File: src/logic/cfgia_pkg.sv
// Constants for the configuration index/data access unit.
// Assumes a byte-wide host I/O bus with strobes synchronous to sys_clk.
package cfgia_pkg;

  // ----------------------------------------------------------------
  // widths and register file shape
  // ----------------------------------------------------------------
  localparam int CFGIA_DATA_W   = 8;
  localparam int CFGIA_ADDR_W   = 16;
  localparam int CFGIA_NUM_REGS = 15;
  localparam int CFGIA_SEL_W    = 4;
  localparam int CFGIA_STRAP_W  = 5;
  localparam int CFGIA_LOC_W    = 2;

  // indexes of the strap-loaded registers and of the last register
  localparam logic [3:0] CFGIA_IDX_FUNC_ENABLE  = 4'h0;
  localparam logic [3:0] CFGIA_IDX_FUNC_ADDRESS = 4'h1;
  localparam logic [3:0] CFGIA_IDX_POWER_TEST   = 4'h2;
  localparam logic [3:0] CFGIA_IDX_LAST         = 4'he;

  // index port field layout; bits 4..6 are reserved and read zero
  localparam logic [7:0] CFGIA_INDEX_KEEP_MASK = 8'h8f;
  localparam logic [7:0] CFGIA_RESET_VALUE     = 8'h00;
  localparam logic [7:0] CFGIA_SECOND_READ     = 8'h00;
  localparam logic [7:0] CFGIA_UNMAPPED_READ   = 8'h00;

  // identification byte: value is arbitrary
  localparam logic [7:0] CFGIA_ID_BYTE = 8'h5a;

  // port pair locations, selected by the location straps
  localparam logic [15:0] CFGIA_INDEX_ADDR [0:3] = '{16'h0398, 16'h026e, 16'h015c, 16'h002e};

  // ----------------------------------------------------------------
  // strap default sets
  // ----------------------------------------------------------------
  localparam logic [7:0] CFGIA_FER_BASE [0:31] = '{
    8'h4f, 8'h4f, 8'h4f, 8'h4f, 8'h4f, 8'h4f,
    8'h4b, 8'h4b, 8'h4b, 8'h4b, 8'h4b, 8'h4b,
    8'h0f, 8'h0f, 8'h0f, 8'h0f,
    8'h49, 8'h49, 8'h49, 8'h49,
    8'h07, 8'h07, 8'h07, 8'h07,
    8'h47, 8'h47, 8'h47, 8'h47, 8'h47, 8'h47,
    8'h08, 8'h00};
  localparam logic [7:0] CFGIA_FAR_TABLE [0:31] = '{
    8'h10, 8'h11, 8'h11, 8'h39, 8'h24, 8'h38,
    8'h00, 8'h01, 8'h01, 8'h09, 8'h08, 8'h08,
    8'h10, 8'h11, 8'h39, 8'h24,
    8'h00, 8'h01, 8'h01, 8'h00,
    8'h10, 8'h11, 8'h39, 8'h24,
    8'h10, 8'h11, 8'h11, 8'h39, 8'h24, 8'h38,
    8'h10, 8'h10};
  // codes whose IDE function sits at the secondary address
  localparam logic [31:0] CFGIA_IDE_SEC_MASK   = 32'h240c0924;
  localparam logic [7:0]  CFGIA_FER_IDE_SEC    = 8'h80;
  localparam logic [7:0]  CFGIA_PTR_ACTIVE     = 8'h00;
  localparam logic [7:0]  CFGIA_PTR_ALL_OFF    = 8'h02;
  localparam logic [7:0]  CFGIA_PTR_OPTION_BIT = 8'h80;
  localparam int          CFGIA_PTR_XTAL_BIT   = 1;

  // index read sequence after reset; gray along id -> zero -> echo
  typedef enum logic [1:0] {
    CFGIA_RD_ID   = 2'b00,
    CFGIA_RD_ZERO = 2'b01,
    CFGIA_RD_ECHO = 2'b11
  } cfgia_rdseq_e;

endpackage : cfgia_pkg

File: src/logic/cfgia_strap_defaults.sv
// Strap decoder: turns the five default straps into three reset values.
// Assumes the strap code is held stable while it is being loaded.
module cfgia_strap_defaults #(
  parameter logic PTR_OPTION = 1'b0
) (
  // strap code
  input  wire logic [cfgia_pkg::CFGIA_STRAP_W-1:0] strapCode,
  // default values
  output logic      [cfgia_pkg::CFGIA_DATA_W-1:0]  ferDefault,
  output logic      [cfgia_pkg::CFGIA_DATA_W-1:0]  farDefault,
  output logic      [cfgia_pkg::CFGIA_DATA_W-1:0]  ptrDefault
);
  import cfgia_pkg::*;

  // ----------------------------------------------------------------
  // table lookup
  // ----------------------------------------------------------------
  wire logic [7:0] ferBase  = CFGIA_FER_BASE[strapCode];
  wire logic       ideSec   = CFGIA_IDE_SEC_MASK[strapCode];
  wire logic       noneOn   = (ferBase == CFGIA_RESET_VALUE);
  wire logic [7:0] ptrOpt   = PTR_OPTION ? CFGIA_PTR_OPTION_BIT : CFGIA_RESET_VALUE;

  // ide select bit is the only difference between the two enable choices
  assign ferDefault = ferBase | (ideSec ? CFGIA_FER_IDE_SEC : CFGIA_RESET_VALUE);
  // only the listed serial and parallel encodings appear in the table
  assign farDefault = CFGIA_FAR_TABLE[strapCode];
  // all-off code also allows the crystal to stop
  assign ptrDefault = (noneOn ? CFGIA_PTR_ALL_OFF : CFGIA_PTR_ACTIVE) | ptrOpt;

endmodule // cfgia_strap_defaults

File: src/logic/cfgia_config_access.sv
// Configuration index/data access unit: index port, data port,
// fifteen byte registers and strap defaults loaded after reset.
// Assumes host strobes and address are synchronous to sys_clk and each
// strobe is held low for at least two clock cycles.
module cfgia_config_access #(
  parameter logic PTR_OPTION = 1'b0
) (
  // clock, reset, enable
  input  wire logic                                    sys_clk,
  input  wire logic                                    reset,
  input  wire logic                                    clkEn,
  // host i/o bus
  input  wire logic [cfgia_pkg::CFGIA_ADDR_W-1:0]      ioAddr,
  input  wire logic                                    ioRdN,
  input  wire logic                                    ioWrN,
  input  wire logic [cfgia_pkg::CFGIA_DATA_W-1:0]      ioDataIn,
  output logic      [cfgia_pkg::CFGIA_DATA_W-1:0]      ioDataOut,
  output logic                                         ioDataOe,
  // straps
  input  wire logic [cfgia_pkg::CFGIA_STRAP_W-1:0]     defaultSelectStraps,
  input  wire logic [cfgia_pkg::CFGIA_LOC_W-1:0]       portLocationStraps,
  // power-down
  input  wire logic                                    powerDownInputN,
  output logic                                         clocksStop,
  output logic                                         oscStop,
  // register contents
  output logic      [cfgia_pkg::CFGIA_DATA_W-1:0]      functionEnableReg,
  output logic      [cfgia_pkg::CFGIA_DATA_W-1:0]      functionAddressReg,
  output logic      [cfgia_pkg::CFGIA_DATA_W-1:0]      powerTestReg,
  output logic      [cfgia_pkg::CFGIA_NUM_REGS*8-1:0]  cfgRegsFlat
);
  import cfgia_pkg::*;

  // ----------------------------------------------------------------
  // state
  // ----------------------------------------------------------------
  // all state below is frozen while clkEn is low; only the asynchronous
  // reset acts regardless of the enable
  logic         loadPending_ff;
  logic [1:0]   location_ff;
  logic         rdPrev_ff;
  logic         wrPrev_ff;
  logic [7:0]   index_ff;
  logic [7:0]   nxt_index;
  logic         firstWrite_ff;
  logic         nxt_firstWrite;
  logic [7:0]   rdData_ff;
  logic [7:0]   nxt_rdData;
  logic         clocksStop_ff;
  logic         oscStop_ff;
  cfgia_rdseq_e rdSeq_ff;
  cfgia_rdseq_e nxt_rdSeq;
  logic [7:0]   cfgRegs_ff [0:CFGIA_NUM_REGS-1];

  // ----------------------------------------------------------------
  // strap defaults
  // ----------------------------------------------------------------
  logic [7:0] ferDefault;
  logic [7:0] farDefault;
  logic [7:0] ptrDefault;

  cfgia_strap_defaults #(
    .PTR_OPTION (PTR_OPTION)
  ) u_strap_defaults (
    .strapCode  (defaultSelectStraps),
    .ferDefault (ferDefault),
    .farDefault (farDefault),
    .ptrDefault (ptrDefault)
  );

  // straps are caught on the first enabled edge after reset release,
  // never under the asynchronous reset itself
  // the location straps are caught at the same edge as the default sets,
  // so the port pair cannot move under a host that is already probing it;
  // until then every strobe is ignored and the bus is never driven
  wire logic loadNow = loadPending_ff & clkEn;

  always_ff @(posedge sys_clk or posedge reset) begin
    if (reset) begin
      loadPending_ff <= 1'b1;
      location_ff    <= 2'b00;
    end else if (loadNow) begin
      loadPending_ff <= 1'b0;
      location_ff    <= portLocationStraps;
    end
  end

  // ----------------------------------------------------------------
  // address decode and access detection
  // ----------------------------------------------------------------
  // the pair occupies two adjacent addresses: index, then data
  // the full sixteen-bit address is compared; a partial decode would alias
  // the pair onto the ranges of other adapters
  wire logic [15:0] indexAddr = CFGIA_INDEX_ADDR[location_ff];
  wire logic [15:0] dataAddr  = indexAddr + 16'h0001;
  wire logic        hitIndex  = (ioAddr == indexAddr);
  wire logic        hitData   = (ioAddr == dataAddr);
  wire logic        hitAny    = hitIndex | hitData;

  // a strobe counts once, on its leading edge
  // a strobe that is already low when the straps load is ignored until it
  // rises again, since the edge history keeps running during the load wait
  wire logic rdActive = ~ioRdN;
  wire logic wrActive = ~ioWrN;
  wire logic rdStart  = rdActive & ~rdPrev_ff & ~loadPending_ff;
  wire logic wrStart  = wrActive & ~wrPrev_ff & ~loadPending_ff;

  wire logic idxRead   = rdStart & hitIndex;
  wire logic idxWrite  = wrStart & hitIndex;
  wire logic dataRead  = rdStart & hitData;
  wire logic dataWrite = wrStart & hitData;

  always_ff @(posedge sys_clk or posedge reset) begin
    if (reset) begin
      rdPrev_ff <= 1'b0;
      wrPrev_ff <= 1'b0;
    end else if (clkEn) begin
      rdPrev_ff <= rdActive;
      wrPrev_ff <= wrActive;
    end
  end

  // ----------------------------------------------------------------
  // register selection
  // ----------------------------------------------------------------
  // bit 7 of the index takes no part in selection; beyond 0eh nothing maps
  // entry 0fh does not exist: reads there give zero and the commit is
  // blocked, so a stray index cannot corrupt a neighbouring register
  wire logic [3:0] selIdx   = index_ff[CFGIA_SEL_W-1:0];
  wire logic       selValid = (selIdx <= CFGIA_IDX_LAST);
  wire logic [7:0] selValue = selValid ? cfgRegs_ff[selIdx] : CFGIA_UNMAPPED_READ;

  // ----------------------------------------------------------------
  // index port
  // ----------------------------------------------------------------
  // reserved bits are dropped on the write so they can never read back
  // bit 7 is kept so a read echoes it, though it selects nothing
  always_comb begin
    nxt_index = index_ff;
    if (idxWrite) begin
      nxt_index = ioDataIn & CFGIA_INDEX_KEEP_MASK;
    end
  end

  // id byte, then 00h, then the index itself; a write skips straight to echo
  // the sequence only moves forward; once in echo it stays there until the
  // next reset, so software probing twice after a write sees its own byte
  // both times
  always_comb begin
    nxt_rdSeq = rdSeq_ff;
    unique case (rdSeq_ff)
      CFGIA_RD_ID: begin
        if (idxWrite) begin
          nxt_rdSeq = CFGIA_RD_ECHO;
        end else if (idxRead) begin
          nxt_rdSeq = CFGIA_RD_ZERO;
        end
      end
      CFGIA_RD_ZERO: begin
        if (idxWrite || idxRead) begin
          nxt_rdSeq = CFGIA_RD_ECHO;
        end
      end
      CFGIA_RD_ECHO: begin
        nxt_rdSeq = CFGIA_RD_ECHO;
      end
      default: begin
        nxt_rdSeq = CFGIA_RD_ECHO;
      end
    endcase
  end

  always_ff @(posedge sys_clk or posedge reset) begin
    if (reset) begin
      index_ff <= CFGIA_RESET_VALUE;
      rdSeq_ff <= CFGIA_RD_ID;
    end else if (clkEn) begin
      index_ff <= nxt_index;
      rdSeq_ff <= nxt_rdSeq;
    end
  end

  // ----------------------------------------------------------------
  // read data
  // ----------------------------------------------------------------
  // read data is captured on the strobe's leading edge and held, so the
  // driven byte stays steady even if a register changes mid-cycle
  // the unused fourth sequence code reads like echo, the safe fallback
  always_comb begin
    nxt_rdData = rdData_ff;
    if (idxRead) begin
      unique case (rdSeq_ff)
        CFGIA_RD_ID:   nxt_rdData = CFGIA_ID_BYTE;
        CFGIA_RD_ZERO: nxt_rdData = CFGIA_SECOND_READ;
        CFGIA_RD_ECHO: nxt_rdData = index_ff & CFGIA_INDEX_KEEP_MASK;
        default:       nxt_rdData = index_ff & CFGIA_INDEX_KEEP_MASK;
      endcase
    end else if (dataRead) begin
      nxt_rdData = selValue;
    end
  end

  always_ff @(posedge sys_clk or posedge reset) begin
    if (reset) begin
      rdData_ff <= CFGIA_RESET_VALUE;
    end else if (clkEn) begin
      rdData_ff <= nxt_rdData;
    end
  end

  // the bus is driven only while a read strobe sits on one of our two ports
  // the drive starts one cycle into the strobe, once the held byte is valid;
  // a read of a foreign address leaves the held byte untouched
  assign ioDataOut = rdData_ff;
  assign ioDataOe  = rdActive & rdPrev_ff & hitAny & ~loadPending_ff;

  // ----------------------------------------------------------------
  // double write guard
  // ----------------------------------------------------------------
  // a stray data write from another driver arms the guard but cannot commit
  // trade-off: any strobe edge disarms, even one for another device, so an
  // interrupt routine touching the bus between the two writes costs a retry
  // but can never commit half of a sequence
  always_comb begin
    nxt_firstWrite = firstWrite_ff;
    if (dataWrite) begin
      nxt_firstWrite = ~firstWrite_ff;
    end else if (rdStart || wrStart) begin
      nxt_firstWrite = 1'b0;
    end
  end

  always_ff @(posedge sys_clk or posedge reset) begin
    if (reset) begin
      firstWrite_ff <= 1'b0;
    end else if (clkEn) begin
      firstWrite_ff <= nxt_firstWrite;
    end
  end

  // commit only on the second back-to-back data write
  wire logic commit = dataWrite & firstWrite_ff & selValid;

  // ----------------------------------------------------------------
  // configuration register file
  // ----------------------------------------------------------------
  // entries 0..2 take strap defaults once; the rest stay at zero until
  // software writes them; every entry is writable after the load
  // the strap load and a commit never meet: strobes are ignored until the
  // load edge has passed
  genvar gi;
  generate
    for (gi = 0; gi < CFGIA_NUM_REGS; gi++) begin : g_reg
      logic [7:0] strapVal;
      logic       strapped;
      logic       hitEntry;

      assign strapped = (gi == int'(CFGIA_IDX_FUNC_ENABLE)) ||
                        (gi == int'(CFGIA_IDX_FUNC_ADDRESS)) ||
                        (gi == int'(CFGIA_IDX_POWER_TEST));
      assign strapVal = (gi == int'(CFGIA_IDX_FUNC_ENABLE))  ? ferDefault :
                        (gi == int'(CFGIA_IDX_FUNC_ADDRESS)) ? farDefault : ptrDefault;
      assign hitEntry = commit && (selIdx == 4'(gi));

      always_ff @(posedge sys_clk or posedge reset) begin
        if (reset) begin
          cfgRegs_ff[gi] <= CFGIA_RESET_VALUE;
        end else if (loadNow && strapped) begin
          cfgRegs_ff[gi] <= strapVal;
        end else if (clkEn && hitEntry) begin
          cfgRegs_ff[gi] <= ioDataIn;
        end
      end

      assign cfgRegsFlat[gi*8 +: 8] = cfgRegs_ff[gi];
    end
  endgenerate

  // the three strap-loaded entries are also brought out whole for the
  // function blocks that decode them
  assign functionEnableReg  = cfgRegs_ff[CFGIA_IDX_FUNC_ENABLE];
  assign functionAddressReg = cfgRegs_ff[CFGIA_IDX_FUNC_ADDRESS];
  assign powerTestReg       = cfgRegs_ff[CFGIA_IDX_POWER_TEST];

  // ----------------------------------------------------------------
  // power-down requests
  // ----------------------------------------------------------------
  // registered so the clock controller sees glitch-free levels; the
  // crystal only stops when the power/test register allows it
  // the enable freezes these requests as well, so a low clock enable holds
  // the last stop levels
  wire logic pdActive = ~powerDownInputN & ~loadPending_ff;
  wire logic pdXtal   = pdActive & powerTestReg[CFGIA_PTR_XTAL_BIT];

  always_ff @(posedge sys_clk or posedge reset) begin
    if (reset) begin
      clocksStop_ff <= 1'b0;
      oscStop_ff    <= 1'b0;
    end else if (clkEn) begin
      clocksStop_ff <= pdActive;
      oscStop_ff    <= pdXtal;
    end
  end

  assign clocksStop = clocksStop_ff;
  assign oscStop    = oscStop_ff;

endmodule // cfgia_config_access

File: config.mk
export PLATFORM = sky130hd
export DESIGN_NAME = cfgia_config_access
export DESIGN_NICKNAME = d
export VERILOG_FILES = /design/src/logic/cfgia_pkg.sv /design/src/logic/cfgia_strap_defaults.sv /design/src/logic/cfgia_config_access.sv
export SDC_FILE = /design/constraint.sdc
export NUM_CORES = 1
export LEC_CHECK = 0
export ABC_AREA = 1
export BUFFER_PORTS_ARGS = -buffer_cell sky130_fd_sc_hd__buf_2
export CAP_MARGIN = 10
export CORE_UTILIZATION = 30
export CTS_CLUSTER_SIZE = 10
export DETAILED_ROUTE_END_ITERATION = 8
export PLACE_DENSITY = 0.53
export SLEW_MARGIN = 20
export SYNTH_ARGS = -nofsm -noshare
export SYNTH_HDL_FRONTEND = slang
export SYNTH_SLANG_ARGS = --single-unit
File: constraint.sdc
create_clock -name sys_clk -period 5.23 [get_ports sys_clk]
set_clock_uncertainty 0.1 [all_clocks]
set_input_delay 1.046 -clock sys_clk [delete_from_list [all_inputs] [get_ports sys_clk]]
set_output_delay 1.046 -clock sys_clk [all_outputs]
set_load 0.1 [all_outputs]
---- Word level (Yosys, flattened, before mapping) ----
Memories as Yosys holds them, arrays and structs flattened.
Cells that the tools add are included.
storage, ports and cells
  flip-flop bits (word level) ............. 143
  bits in latches ......................... 0
  bits in writable memories ............... 0
  ROM bits ................................ 544
  bits of input ports ..................... 37
  output and inout bits ................... 155
  logic and storage cells ................. 154
  memories kept ........................... 3
cells by class
  add/subtract/negate cells ............... 1
  $mul .................................... 0
  divide/modulo/power cells ............... 0
  order comparisons ....................... 5
  equality and inequality tests ........... 19
  shift operators ......................... 0
  multiplexer cells ....................... 29
  bitwise gates (word level) .............. 28
  reduce and logical (&&, ||, !) cells .... 44
memories
  memory           depth  bits a word  rd ports  clocked after Yosys merged registers in  wr ports  line                        source
  (no name shown)  32     8            1         0                                        0         cfgia_strap_defaults.sv:18  wire logic [7:0] ferBase = CFGIA_FER_BASE[strapCode];
  (no name shown)  32     8            1         0                                        0         cfgia_strap_defaults.sv:26  assign farDefault = CFGIA_FAR_TABLE[strapCode];
  (no name shown)  32     1            1         0                                        0         cfgia_strap_defaults.sv:19  wire logic ideSec = CFGIA_IDE_SEC_MASK[strapCode];
operators by type and width
  kind                                                 number
  2-to-1 mux 8 bit                                     16
  binary-select mux 16 bit (select 2 bit)              1
  binary-select mux 8 bit (select 4 bit)               1
  equality test 16 bit                                 2
  2-to-1 mux 16 bit                                    2
  logical AND 1 bit                                    30
  equality test 4 bit, second input constant           7
  adder 16 x 1 -> 16 bit, second input constant        1
  AND 1 bit                                            16
  equality test 4 x 3 -> 1 bit, second input constant  4
  case mux 8 bit (2 select lines)                      1
  nonzero test 2 bit                                   5
  equality test 4 x 2 -> 1 bit, second input constant  2
  zero test 8 bit                                      1
  2-to-1 mux 2 bit                                     4
  OR 8 bit                                             1
  inverter 1 bit                                       7
  >= comparator 6 bit, second input constant           1
  < comparator 5 x 6 -> 1 bit, second input constant   1
  inverter 5 -> 6 bit                                  1
  AND reduction 2 bit                                  3
  >= comparator 5 bit, second input constant           1
  inverter 4 -> 5 bit                                  1
  equality test 4 x 1 -> 1 bit, second input constant  1
  13 further kinds                                     16

---- Logic depth before layout (Yosys ltp) ----
Gate-level depths: netlist (run 1).
  depth in word-level cells ............... 13
  depth in mapped cells ................... 16
  depth with buffers taken out ............ 13

---- Modules after synthesis ----
Synthesis (run 1) repeated with hierarchy kept, for this count alone.
second synthesis, totals
  cells, all modules ...................... 1265
  area total of the unflattened synthesis .. 8603.3 µm²
by module, submodules not included
  module                times used  cells each  area each (µm²)  sequential area each (µm²)
  cfgia_config_access   1           1184        8139.1           3579.7
  cfgia_strap_defaults  1           81          464.2            0.0

---- Least setup slack after synthesis (run 1) ----
No wires, ideal clock.
  path kind ............................... input to output
  from .................................... in ioAddr[12] (netlist name)
  to ...................................... out ioDataOe
  arrival ................................. 4.464 ns
  data required time ...................... 4.084 ns
  slack ................................... -0.380 ns
  cell stages on the path ................. 7
  buffers on the path ..................... 0
  cells stage by stage .................... inv_1 > nand2_1 > nor2_1 > nand3_1 > nor2_2 > nand2_1 > nor4_1
on the way
  word-level cells in the longest chain between the ends .. 4
  elaborated cells on any way between the ends .. 5
  classes of those cells .................. eq/ne (2); bitwise (3)
ends and longest elaborated chain
  element                                  line                                                  source
  start: declaration                       cfgia_config_access.sv:13                             input wire logic [cfgia_pkg::CFGIA_ADDR_W-1:0] ioAddr,
  equality test 16 bit (on tied branches)  cfgia_config_access.sv:96, cfgia_config_access.sv:97
  OR 1 bit *                               cfgia_config_access.sv:98                             wire logic hitAny = hitIndex | hitData;
  AND 1 bit * (2 in a row)                 cfgia_config_access.sv:215                            assign ioDataOe = rdActive & rdPrev_ff & hitAny & ~loadPending_ff;
  end: declaration                         cfgia_config_access.sv:18                             output logic ioDataOe,
Every way passes the cells marked *; elsewhere a longest branch is shown, timed or not.

---- Worst setup path after layout (run 1) ----
  from .................................... reg location_ff[0]
  to ...................................... out ioDataOe
on the way
  word-level cells in the longest chain between the ends .. 9
  elaborated cells on any way between the ends .. 10
  classes of those cells .................. add/sub (1); eq/ne (2); mux (3); bitwise (4)
ends and longest elaborated chain
  element                                                 line                        source
  start: declaration                                      cfgia_config_access.sv:40   logic [1:0] location_ff;
  start signal: assignment                                cfgia_config_access.sv:84   location_ff <= portLocationStraps;
  inverter 2 -> 3 bit (not written as such) *             cfgia_config_access.sv:94   wire logic [15:0] indexAddr = CFGIA_INDEX_ADDR[location_ff];
  binary-select mux 16 bit (select 2 bit) *               cfgia_config_access.sv:94
  2-to-1 mux 16 bit (not written as such) * (2 in a row)  cfgia_config_access.sv:94
  adder 16 x 1 -> 16 bit                                  cfgia_config_access.sv:95   wire logic [15:0] dataAddr = indexAddr + 16'h0001;
  equality test 16 bit                                    cfgia_config_access.sv:97   wire logic hitData = (ioAddr == dataAddr);
  OR 1 bit *                                              cfgia_config_access.sv:98
  AND 1 bit * (2 in a row)                                cfgia_config_access.sv:215
Every way passes the cells marked *; elsewhere a longest branch is shown, timed or not. The select of a mux whose other input is x is not followed.

==> flow_summary_export.csv, run 1 <==
group,metric,value,unit
sta,setup_violations,0,
clocking,post_cts_buffers,0,
power_and_ir_drop,irDropWorstVdd,0.191,mV
route,dr.pass1.iters,5,
worst_setup_path,r2r_end,"cfgRegsFlat[94]",
die,rows,60,
global_route,grt_pass1_vias,7932,
synthesis,synth_nets,1254,
synthesis,synth-main-ff-cell,"dfrtp_1",
layout,fin_cells,1724,
worst_hold_path,min_from,"rdSeq_ff[0]",
sta,hold_ws,0.372,ns
worst_setup_path,path_common_cell,"nand2_1",
placement,dpl.hpwl,21500,um
die,start_util,0.307,
die,core_area,27000,um2
worst_setup_path,reg2reg_depth,8,
route,totalWireLength,30000,um
sta,tns,0,ns
route,ant_nets,0,
worst_setup_path,cp-start-kind,"flop",
worst_setup_path,crit_family,"simple AND/OR/NAND/NOR gates",
clocking,cts_tree,"built",
die,die_w,168,um
clocking,clock-root-buffer,"clkbuf_16",
synthesis,avgSynthCellArea,6.87,um2
worst_setup_path,r2r_slack,2.17,ns
clocking,ctsHoldBuffers,0,
clocking,cts_buffer_depth,2,
clocking,htree_levels,4,
sta,fin_crit,3.73,ns
power_and_ir_drop,p_per_area,290,nW/um2
synthesis,synth_top_cell_area_share,0.428,
worst_hold_path,hold_depth,1,
global_route,grt.overflow.total,0,
layout,n_fill_cell,2978,
worst_setup_path,worstPathCellList,"inv_2 -> ha_1 -> inv_1 -> nand2_1 -> nand2_1 -> nand3_1 -> nor2_2 -> nand2_1 -> nor4_2 -> buf_2",
route,drc_errors,0,
synthesis,synth_compound_area_frac,0.0527,
worst_setup_path,critical_path_required,4.08,ns
clocking,cts_buffers,17,
synthesis,synthAdderAreaFrac,0.0105,
die,dieArea,28400,um2
synthesis,ys_ff_latch,143,
power_and_ir_drop,power_leakage,5.66,nW
worst_setup_path,cp.buffers_inverters,3,
route,num_vias,8304,
route,wire_per_inst,17.4,um
synthesis,yosys.cell_types.count,40,
sta,worst_pin_slew,0.845,ns
worst_setup_path,cp_slowest_cell,"buf_2",
placement,dpl-instance-area,9450,um2
die,ios,192,
clocking,clock_sinks,143,
synthesis,async_flop_share,1.00,
clocking,clkTransAtPathRegs,0.06,ns
run_status,status,"finished clean",
sta,final_max_slew_viol_count,0,
synthesis,synth_mux_area_frac,0,
route,first_iter_violations,606,
clocking,ctsResizeCount,0,
synthesis,synth_edf_count,0,
global_route,grt_pass1_wl,46400,um
job,maxCapViolCount,0,
synthesis,syn_inst,1210,
global_route,grt_max_degree,71,
worst_setup_path,setup.worst_path.class,"flop to output pin",
global_route,grt_use_total,0.216,
synthesis,synth-xor-area-share,0,
synthesis,synth_top_family_by_area,"simple AND/OR/NAND/NOR gates",
sta,period_share,0.714,
synthesis,synth_warnings,0,
placement,gp_congestion,0.886,
synthesis,synth_area,8310,um2
placement,port_buffers,191,
route,viasPerCell,4.82,
sta,hold_violations,0,
die,die_h,168,um
layout,syn_to_final_growth,21.2,%
synthesis,synth_area_leaders,"dfrtp_1 43%, nand2_1 24%, inv_1 6.6%, nand3_1 6.0%, nand4_1 4.4%",
layout,final_cell_area,10100,um2
synthesis,yosysSeqAreaShare,0.431,
global_route,antenna_found_initial,1,
synthesis,synth_top_area_cell,"dfrtp_1",
sta,relSlewSlack,0.436,
worst_setup_path,rr_startpoint,"index_ff[1]",
sta,rsz0062_at_grt,"false",
sta,max_freq,268,MHz
worst_setup_path,slowest_delay,0.47,ns
placement,dp.cells,1692,
synthesis,yosysMostFrequentCell,"nand2_1",
worst_setup_path,crit_fanout,7,
worst_hold_path,holdPathEnd,"rdSeq_ff[0]",
layout,drive_gt1_frac,0.195,
clocking,clk_latency,0.42,ns
worst_setup_path,crit_path_end_kind,"output pin",
worst_hold_path,min_path_type,"flop to flop",
layout,fin_nets,1414,
synthesis,yosys-top-cells-count,"529 x nand2_1, 147 x inv_1, 142 x dfrtp_1",
synthesis,yosys.area_share.simple,0.393,
layout,n_antenna_cell,0,
worst_setup_path,arrival,2.59,ns
==> report_power, final <==
part	switching [mW]	internal (mW)	leakage [nW]	total, mW
logic	0.408	0.0758	3.63	0.484
clock network	0.494	0.783	0.297	1.28
registers	0.0330	1.13	1.74	1.16
total	0.935	1.99	5.66	2.92
==> state kept, by name, indices dropped and copies added (netlist names), 2 cells and up <==
name,flops
cfgRegsFlat,96
functionAddressReg,8
functionEnableReg,8
index_ff,5
ioDataOut,8
location_ff,2
powerTestReg,8
rdSeq_ff,2
==> how the worst max path moves through the flow <==
stage,slack (ns),start,to,depth (start not counted)
after CTS,1.49,location_ff[0],ioDataOe,10
after detailed placement,1.58,ioAddr[13],ioDataOe,9
after global placement,1.59,ioAddr[12],ioDataOe,9
final,1.50,location_ff[0],ioDataOe,10
after floorplan,0.25,reset,cfgRegsFlat[100],1
after global routing,1.34,location_ff[0],ioDataOe,11
==> stage by stage <==
step	setup WS (ns)	utilization	total power, mW
3_5_place_dp	1.58	0.350	1.67
5_1_grt	1.34	0.373	3.02
3_3_place_gp	1.59	0.350	1.67
2_1_floorplan	0.248	-	1.57
6_report	1.50	0.373	2.92
4_1_cts	1.49	0.373	2.94
==> kinds of logic (layout without fill, tap and decap cells) <==
| family | Yosys count | after routing |
|---|---|---|
| compound gates | 80 | 80 |
| fa+ha+maj | 7 | 7 |
| buf+inv | 220 | 393 |
| flops | 143 | 143 |
| simple gates | 760 | 760 |
==> cell usage in the layout, fill, tap and decap left out, types with 3 or more instances in the layout <==
cell / Yosys / final
nor2_4: 6 / 6
o21ai_1: 16 / 16
inv_2: 4 / 4
dfrtp_1: 142 / 142
ha_1: 7 / 7
buf_4: 25 / 12
clkbuf_8: 0 / 6
inv_1: 147 / 146
clkinv_1: 7 / 7
inv_6: 0 / 3
nand3_1: 99 / 99
o21ai_0: 43 / 43
clkbuf_16: 0 / 17
nor2_2: 9 / 11
nand2_1: 529 / 529
buf_2: 11 / 191
nor2_1: 44 / 42
a21oi_1: 6 / 6
nor3_1: 4 / 4
nand4_1: 58 / 58
==> area by class of cell <==
class                      count  area [um2]  share of cell area
sequential                   143        3580               0.356
tap                          341         427              0.0424
timing repair buffer         203        1050               0.104
clock buffer                  25         515              0.0512
clock inverter                 7        97.6             0.00969
multi-input combinational    847        3800               0.378
inverter                     158         598              0.0594
==> layer usage <==
layer / vias up / track usage / part of all wire
met2: 256 / 0.360 / 0.48
met3: 36 / 0.0315 / 0.050
met4: 2 / 0.0648 / 0.019
met5: - / 0 / 0.00040
li1: 4109 / - / -
met1: 3901 / 0.289 / 0.45
Power figures use the tool's default switching activity.
==> run 2, diff against run 1 <==
--- a/config.mk
+++ b/config.mk
@@ -11,7 +11,7 @@
 export CORE_UTILIZATION = 30
 export CTS_CLUSTER_SIZE = 10
 export DETAILED_ROUTE_END_ITERATION = 8
-export PLACE_DENSITY = 0.53
+export PLACE_DENSITY = 0.52
 export SLEW_MARGIN = 20
 export SYNTH_ARGS = -nofsm -noshare
 export SYNTH_HDL_FRONTEND = slang
==> constraint.sdc (replaced) <==
create_clock -name sys_clk -period 3.5 [get_ports sys_clk]
set_clock_uncertainty 0.1 [all_clocks]
set_input_delay 0.7 -clock sys_clk [delete_from_list [all_inputs] [get_ports sys_clk]]
set_output_delay 0.7 -clock sys_clk [all_outputs]
set_load 0.1 [all_outputs]
==> flow_summary_export.csv, run 2 (synthesized netlist as in run 1, its figures left out) <==
group,metric,value,unit
run_status,status,"finished clean",
sta,period_share,0.948,
route,first_iter_violations,632,
worst_setup_path,cp-start-kind,"flop",
route,dr.pass1.iters,5,
clocking,cts_tree,"built",
layout,drive_gt1_frac,0.200,
route,wire_per_inst,17.3,um
global_route,grt_max_degree,59,
route,num_vias,8287,
sta,rsz0062_at_grt,"false",
die,die_h,168,um
global_route,antenna_found_initial,0,
route,drc_errors,0,
sta,final_max_slew_viol_count,0,
clocking,cts_buffer_depth,2,
worst_setup_path,critical_path_required,2.70,ns
global_route,grt.overflow.total,0,
worst_setup_path,crit_path_end_kind,"output pin",
route,viasPerCell,4.78,
die,ios,192,
job,maxCapViolCount,0,
worst_setup_path,worstPathCellList,"inv_2 -> ha_1 -> inv_1 -> nand2_1 -> nand2_1 -> nand3_1 -> nor2_2 -> nand2_1 -> nor4_2 -> clkbuf_4",
sta,setup_violations,0,
layout,n_antenna_cell,0,
placement,dpl-instance-area,9570,um2
worst_setup_path,setup.worst_path.class,"flop to output pin",
layout,fin_nets,1424,
layout,final_cell_mix,"529 x nand2_1, 190 x buf_2, 146 x inv_1",
power_and_ir_drop,irDropWorstVdd,0.279,mV
worst_setup_path,crit_fanout,7,
placement,gp_congestion,0.869,
clocking,clkTransAtPathRegs,0.06,ns
worst_setup_path,cp.buffers_inverters,3,
clocking,clock_sinks,143,
clocking,htree_levels,4,
sta,worst_pin_slew,0.752,ns
global_route,grt_use_total,0.213,
worst_setup_path,cp_slowest_cell,"dfrtp_1",
clocking,clk_latency,0.43,ns
clocking,clock-root-buffer,"clkbuf_16",
worst_hold_path,min_path_type,"input port to asynchronous set/reset pin",
global_route,grt_pass1_vias,8051,
worst_setup_path,arrival,2.52,ns
die,dieArea,28400,um2
worst_setup_path,crit_family,"simple AND/OR/NAND/NOR gates",
placement,port_buffers,191,
die,start_util,0.307,
die,core_area,27000,um2
sta,hold_violations,0,
worst_setup_path,path_common_cell,"nand2_1",
layout,final_common_cell,"nand2_1",
route,ant_nets,0,
global_route,grt_pass1_wl,45700,um
placement,dpl.hpwl,21700,um
sta,relSlewSlack,0.498,
route,totalWireLength,29900,um
power_and_ir_drop,power_leakage,5.69,nW
sta,fin_crit,3.32,ns
sta,max_freq,301,MHz
layout,final_cell_area,10100,um2
worst_setup_path,slowest_delay,0.42,ns
die,rows,60,
clocking,cts_buffers,17,
die,die_w,168,um
power_and_ir_drop,p_per_area,414,nW/um2
layout,syn_to_final_growth,21.8,%
layout,fin_cells,1733,
layout,largest_register_ffs,96,
placement,dp.cells,1702,
run 2: cell count changes in the layout (fill, tap and decap cells not counted), sizes merged:
cell | before | now
inv | 153 | 150
clkinvlp | 2 | 4
clkinv | 8 | 13
buf | 203 | 212
bufinv | 2 | 1
clkbuf | 25 | 22
run 2: area by class of cell:
cell class | count | area (um2)
Fill cell | 2987 | 16900
Multi-Input combinational cell | 847 | 3800
Sequential cell | 143 | 3580
Timing Repair Buffer | 213 | 1160
Inverter | 158 | 597
Clock buffer | 21 | 460
Tap cell | 341 | 427
Clock inverter | 10 | 90.1
run 2: what timing repair did:
action	CTS	global route
endpoints found under the setup margin	0	1
hold buffers	0	0
buffers inserted	0	0
resized for setup	0	1
run 2: final timing paths:
path	from	end	slack, ns	depth (start not counted)
max in group asynchronous	reset	cfgRegsFlat[72]	2.22	3
worst min-delay path	reset	cfgRegsFlat[46]	0.29	2
min in group sys_clk	rdSeq_ff[0]	rdSeq_ff[0]	0.37	1
worst min register to register	rdSeq_ff[0]	rdSeq_ff[0]	0.37	1
worst max-delay path	location_ff[0]	ioDataOe	0.18	10
worst max register to register	location_ff[0]	cfgRegsFlat[55]	0.85	13
run 2: through the flow:
stage	hold WS [ns]	TNS (ns)	setup WS [ns]	util	power, mW
floorplan	0.341	-0.264	-0.264	-	2.35
global placement	0.354	0	0.535	0.354	2.49
detailed placement	0.360	0	0.518	0.354	2.50
CTS	0.320	0	0.110	0.374	4.22
global route	0.342	0	0.0298	0.374	4.34
finish	0.294	0	0.181	0.374	4.19
run 2: metal layers:
layer	up-vias	track usage	wire, um
li1	4121	-	-
met1	3873	0.282	13600
met2	258	0.354	14200
met3	35	0.0329	1450
met4	0	0.0747	598
met5	-	0	0
run 2: power breakdown:
group	leakage, nW	switching [mW]	internal [mW]
Sequential	1.74	0.0479	1.69
Clock	0.265	0.721	1.01
Combinational	3.68	0.608	0.117
==> run 3, diff against run 2 <==
--- a/config.mk
+++ b/config.mk
@@ -11,7 +11,7 @@
 export CORE_UTILIZATION = 30
 export CTS_CLUSTER_SIZE = 10
 export DETAILED_ROUTE_END_ITERATION = 8
-export PLACE_DENSITY = 0.52
+export PLACE_DENSITY = 0.62
 export SLEW_MARGIN = 20
 export SYNTH_ARGS = -nofsm -noshare
 export SYNTH_HDL_FRONTEND = slang
==> flow_summary_export.csv, run 3 (synthesized netlist as in run 1, its figures left out) <==
group,metric,value,unit
clocking,cts_buffer_depth,2,
power_and_ir_drop,switching_share,0.331,
layout,drive_gt1_frac,0.202,
global_route,grt_max_degree,144,
route,num_vias,8404,
worst_hold_path,min_path_type,"flop to flop",
global_route,grt_pass1_vias,7978,
sta,setup_ws,0.287,ns
die,die_h,168,um
worst_setup_path,cp-start-kind,"flop",
worst_setup_path,worstPathCellList,"inv_2 -> ha_1 -> inv_1 -> nand2_1 -> nand2_1 -> nand3_1 -> nor2_2 -> nand2_1 -> nor4_2 -> buf_6",
worst_setup_path,cp_slowest_cell,"dfrtp_1",
clocking,cts_tree,"built",
worst_setup_path,slowest_delay,0.42,ns
worst_setup_path,setup.worst_path.class,"flop to output pin",
worst_setup_path,path_common_cell,"nand2_1",
clocking,htree_levels,4,
layout,largest_register_ffs,96,
sta,rsz0062_at_grt,"false",
layout,final_cell_area,10100,um2
sta,tns,0,ns
clocking,post_cts_buffers,0,
power_and_ir_drop,total_power,4.31,mW
worst_setup_path,crit_path_end_kind,"output pin",
route,dr.pass1.iters,7,
layout,syn_to_final_growth,22.1,%
placement,gp_congestion,0.843,
clocking,clock-root-buffer,"clkbuf_16",
clocking,clock_sinks,143,
route,viasPerCell,4.84,
die,ios,192,
route,wire_per_inst,16.8,um
worst_setup_path,critical_path_required,2.70,ns
route,totalWireLength,29100,um
sta,hold_violations,0,
power_and_ir_drop,power_leakage,5.70,nW
die,start_util,0.307,
power_and_ir_drop,power_switching,1.43,mW
layout,final_cell_mix,"529 x nand2_1, 190 x buf_2, 146 x inv_1",
die,dieArea,28400,um2
worst_setup_path,crit_fanout,7,
route,first_iter_violations,794,
job,maxCapViolCount,0,
power_and_ir_drop,pwr-share-clk,0.429,
global_route,grt_use_total,0.209,
run_status,status,"finished clean",
global_route,use_met2,0.339,
global_route,busiest_layer,"met2",
sta,max_freq,311,MHz
die,die_w,168,um
sta,fin_crit,3.21,ns
placement,dpl-instance-area,9540,um2
global_route,grt.overflow.total,0,
layout,final_common_cell,"nand2_1",
global_route,antenna_found_initial,1,
clocking,clk_latency,0.43,ns
power_and_ir_drop,pwr-share-seq,0.403,
die,rows,60,
layout,n_fill_cell,2935,
global_route,grt_pass1_wl,45300,um
sta,setup_violations,0,
sta,worst_pin_slew,0.813,ns
power_and_ir_drop,comb_power_share,0.167,
power_and_ir_drop,irDropWorstVdd,0.322,mV
power_and_ir_drop,p_per_area,425,nW/um2
sta,final_max_slew_viol_count,0,
route,ant_nets,0,
global_route,grtUsageMet3,0.0437,
route,drc_errors,0,
sta,relSlewSlack,0.458,
layout,fin_nets,1424,
sta,period_share,0.918,
die,core_area,27000,um2
global_route,met1_usage,0.268,
power_and_ir_drop,p_int,2.88,mW
placement,dp_slack,0.535,ns
placement,port_buffers,191,
worst_setup_path,arrival,2.41,ns
clocking,clkTransAtPathRegs,0.06,ns
placement,dpl.hpwl,21300,um
clocking,cts_buffers,17,
clocking,ctsHoldBuffers,0,
[run 3: area by class of cell]
class,count,area (um2),share of cell area
multi-input cells,847,3800,0.375
flip-flops and latches,143,3580,0.353
repair buffers,213,1140,0.112
inverters,158,597,0.0589
clock buffers,18,439,0.0433
well taps,341,427,0.0421
clock inverters,14,153,0.0151
diodes,1,2.50,0.000247
[run 3: path summary, 6_finish.rpt]
path | startpoint | endpoint | slack (ns) | depth (start not counted)
setup / recovery | location_ff[0] | ioDataOe | 0.29 | 10
hold / removal | ioDataOut[5] | ioDataOut[5] | 0.38 | 2
setup reg to reg | location_ff[0] | cfgRegsFlat[51] | 0.80 | 12
hold reg to reg | ioDataOut[5] | ioDataOut[5] | 0.38 | 2
max in group asynchronous | reset | cfgRegsFlat[102] | 2.32 | 3
min in group asynchronous | reset | oscStop | 0.40 | 3
[run 3: worst max-delay path, delay by kind of cell, from the launching register on]
kind,cells,cell delay (ns)
and+or+nand+nor,6,0.85
adders and majority gates,1,0.25
buffers and inverters,3,0.46
DFF,1,0.42
[run 3: power by group through the flow]
stage / registers, mW / logic (mW) / clock network (mW)
4_1_cts: 1.74 / 0.723 / 1.88
5_1_grt: 1.75 / 0.763 / 1.95
3_5_place_dp: 1.77 / 0.721 / 0
2_1_floorplan: 1.95 / 0.399 / 0
3_3_place_gp: 1.77 / 0.717 / 0
6_report: 1.74 / 0.721 / 1.85
[run 3: stage by stage]
| stage | std cells | hold slack (ns) | util |
|---|---|---|---|
| final | 1735 | 0.380 | 0.375 |
| after global routing | 1735 | 0.395 | 0.375 |
| after CTS | 1734 | 0.382 | 0.375 |
| after detailed placement | 1702 | 0.365 | 0.353 |
| after global placement | 1702 | 0.362 | 0.353 |
| after floorplan | 1210 | 0.341 | - |
[run 3: metal layers]
| metal | wire length, um | vias to the layer above |
|---|---|---|
| met5 | 0 | - |
| met4 | 982 | 0 |
| met3 | 1810 | 59 |
| met2 | 13400 | 279 |
| met1 | 12900 | 3936 |
| li1 | - | 4130 |
[run 3: repair_timing]
item                       4_1_cts  5_1_grt
setup endpoints to repair        0        1
resized for setup                0        3
hold endpoints to repair         0        0
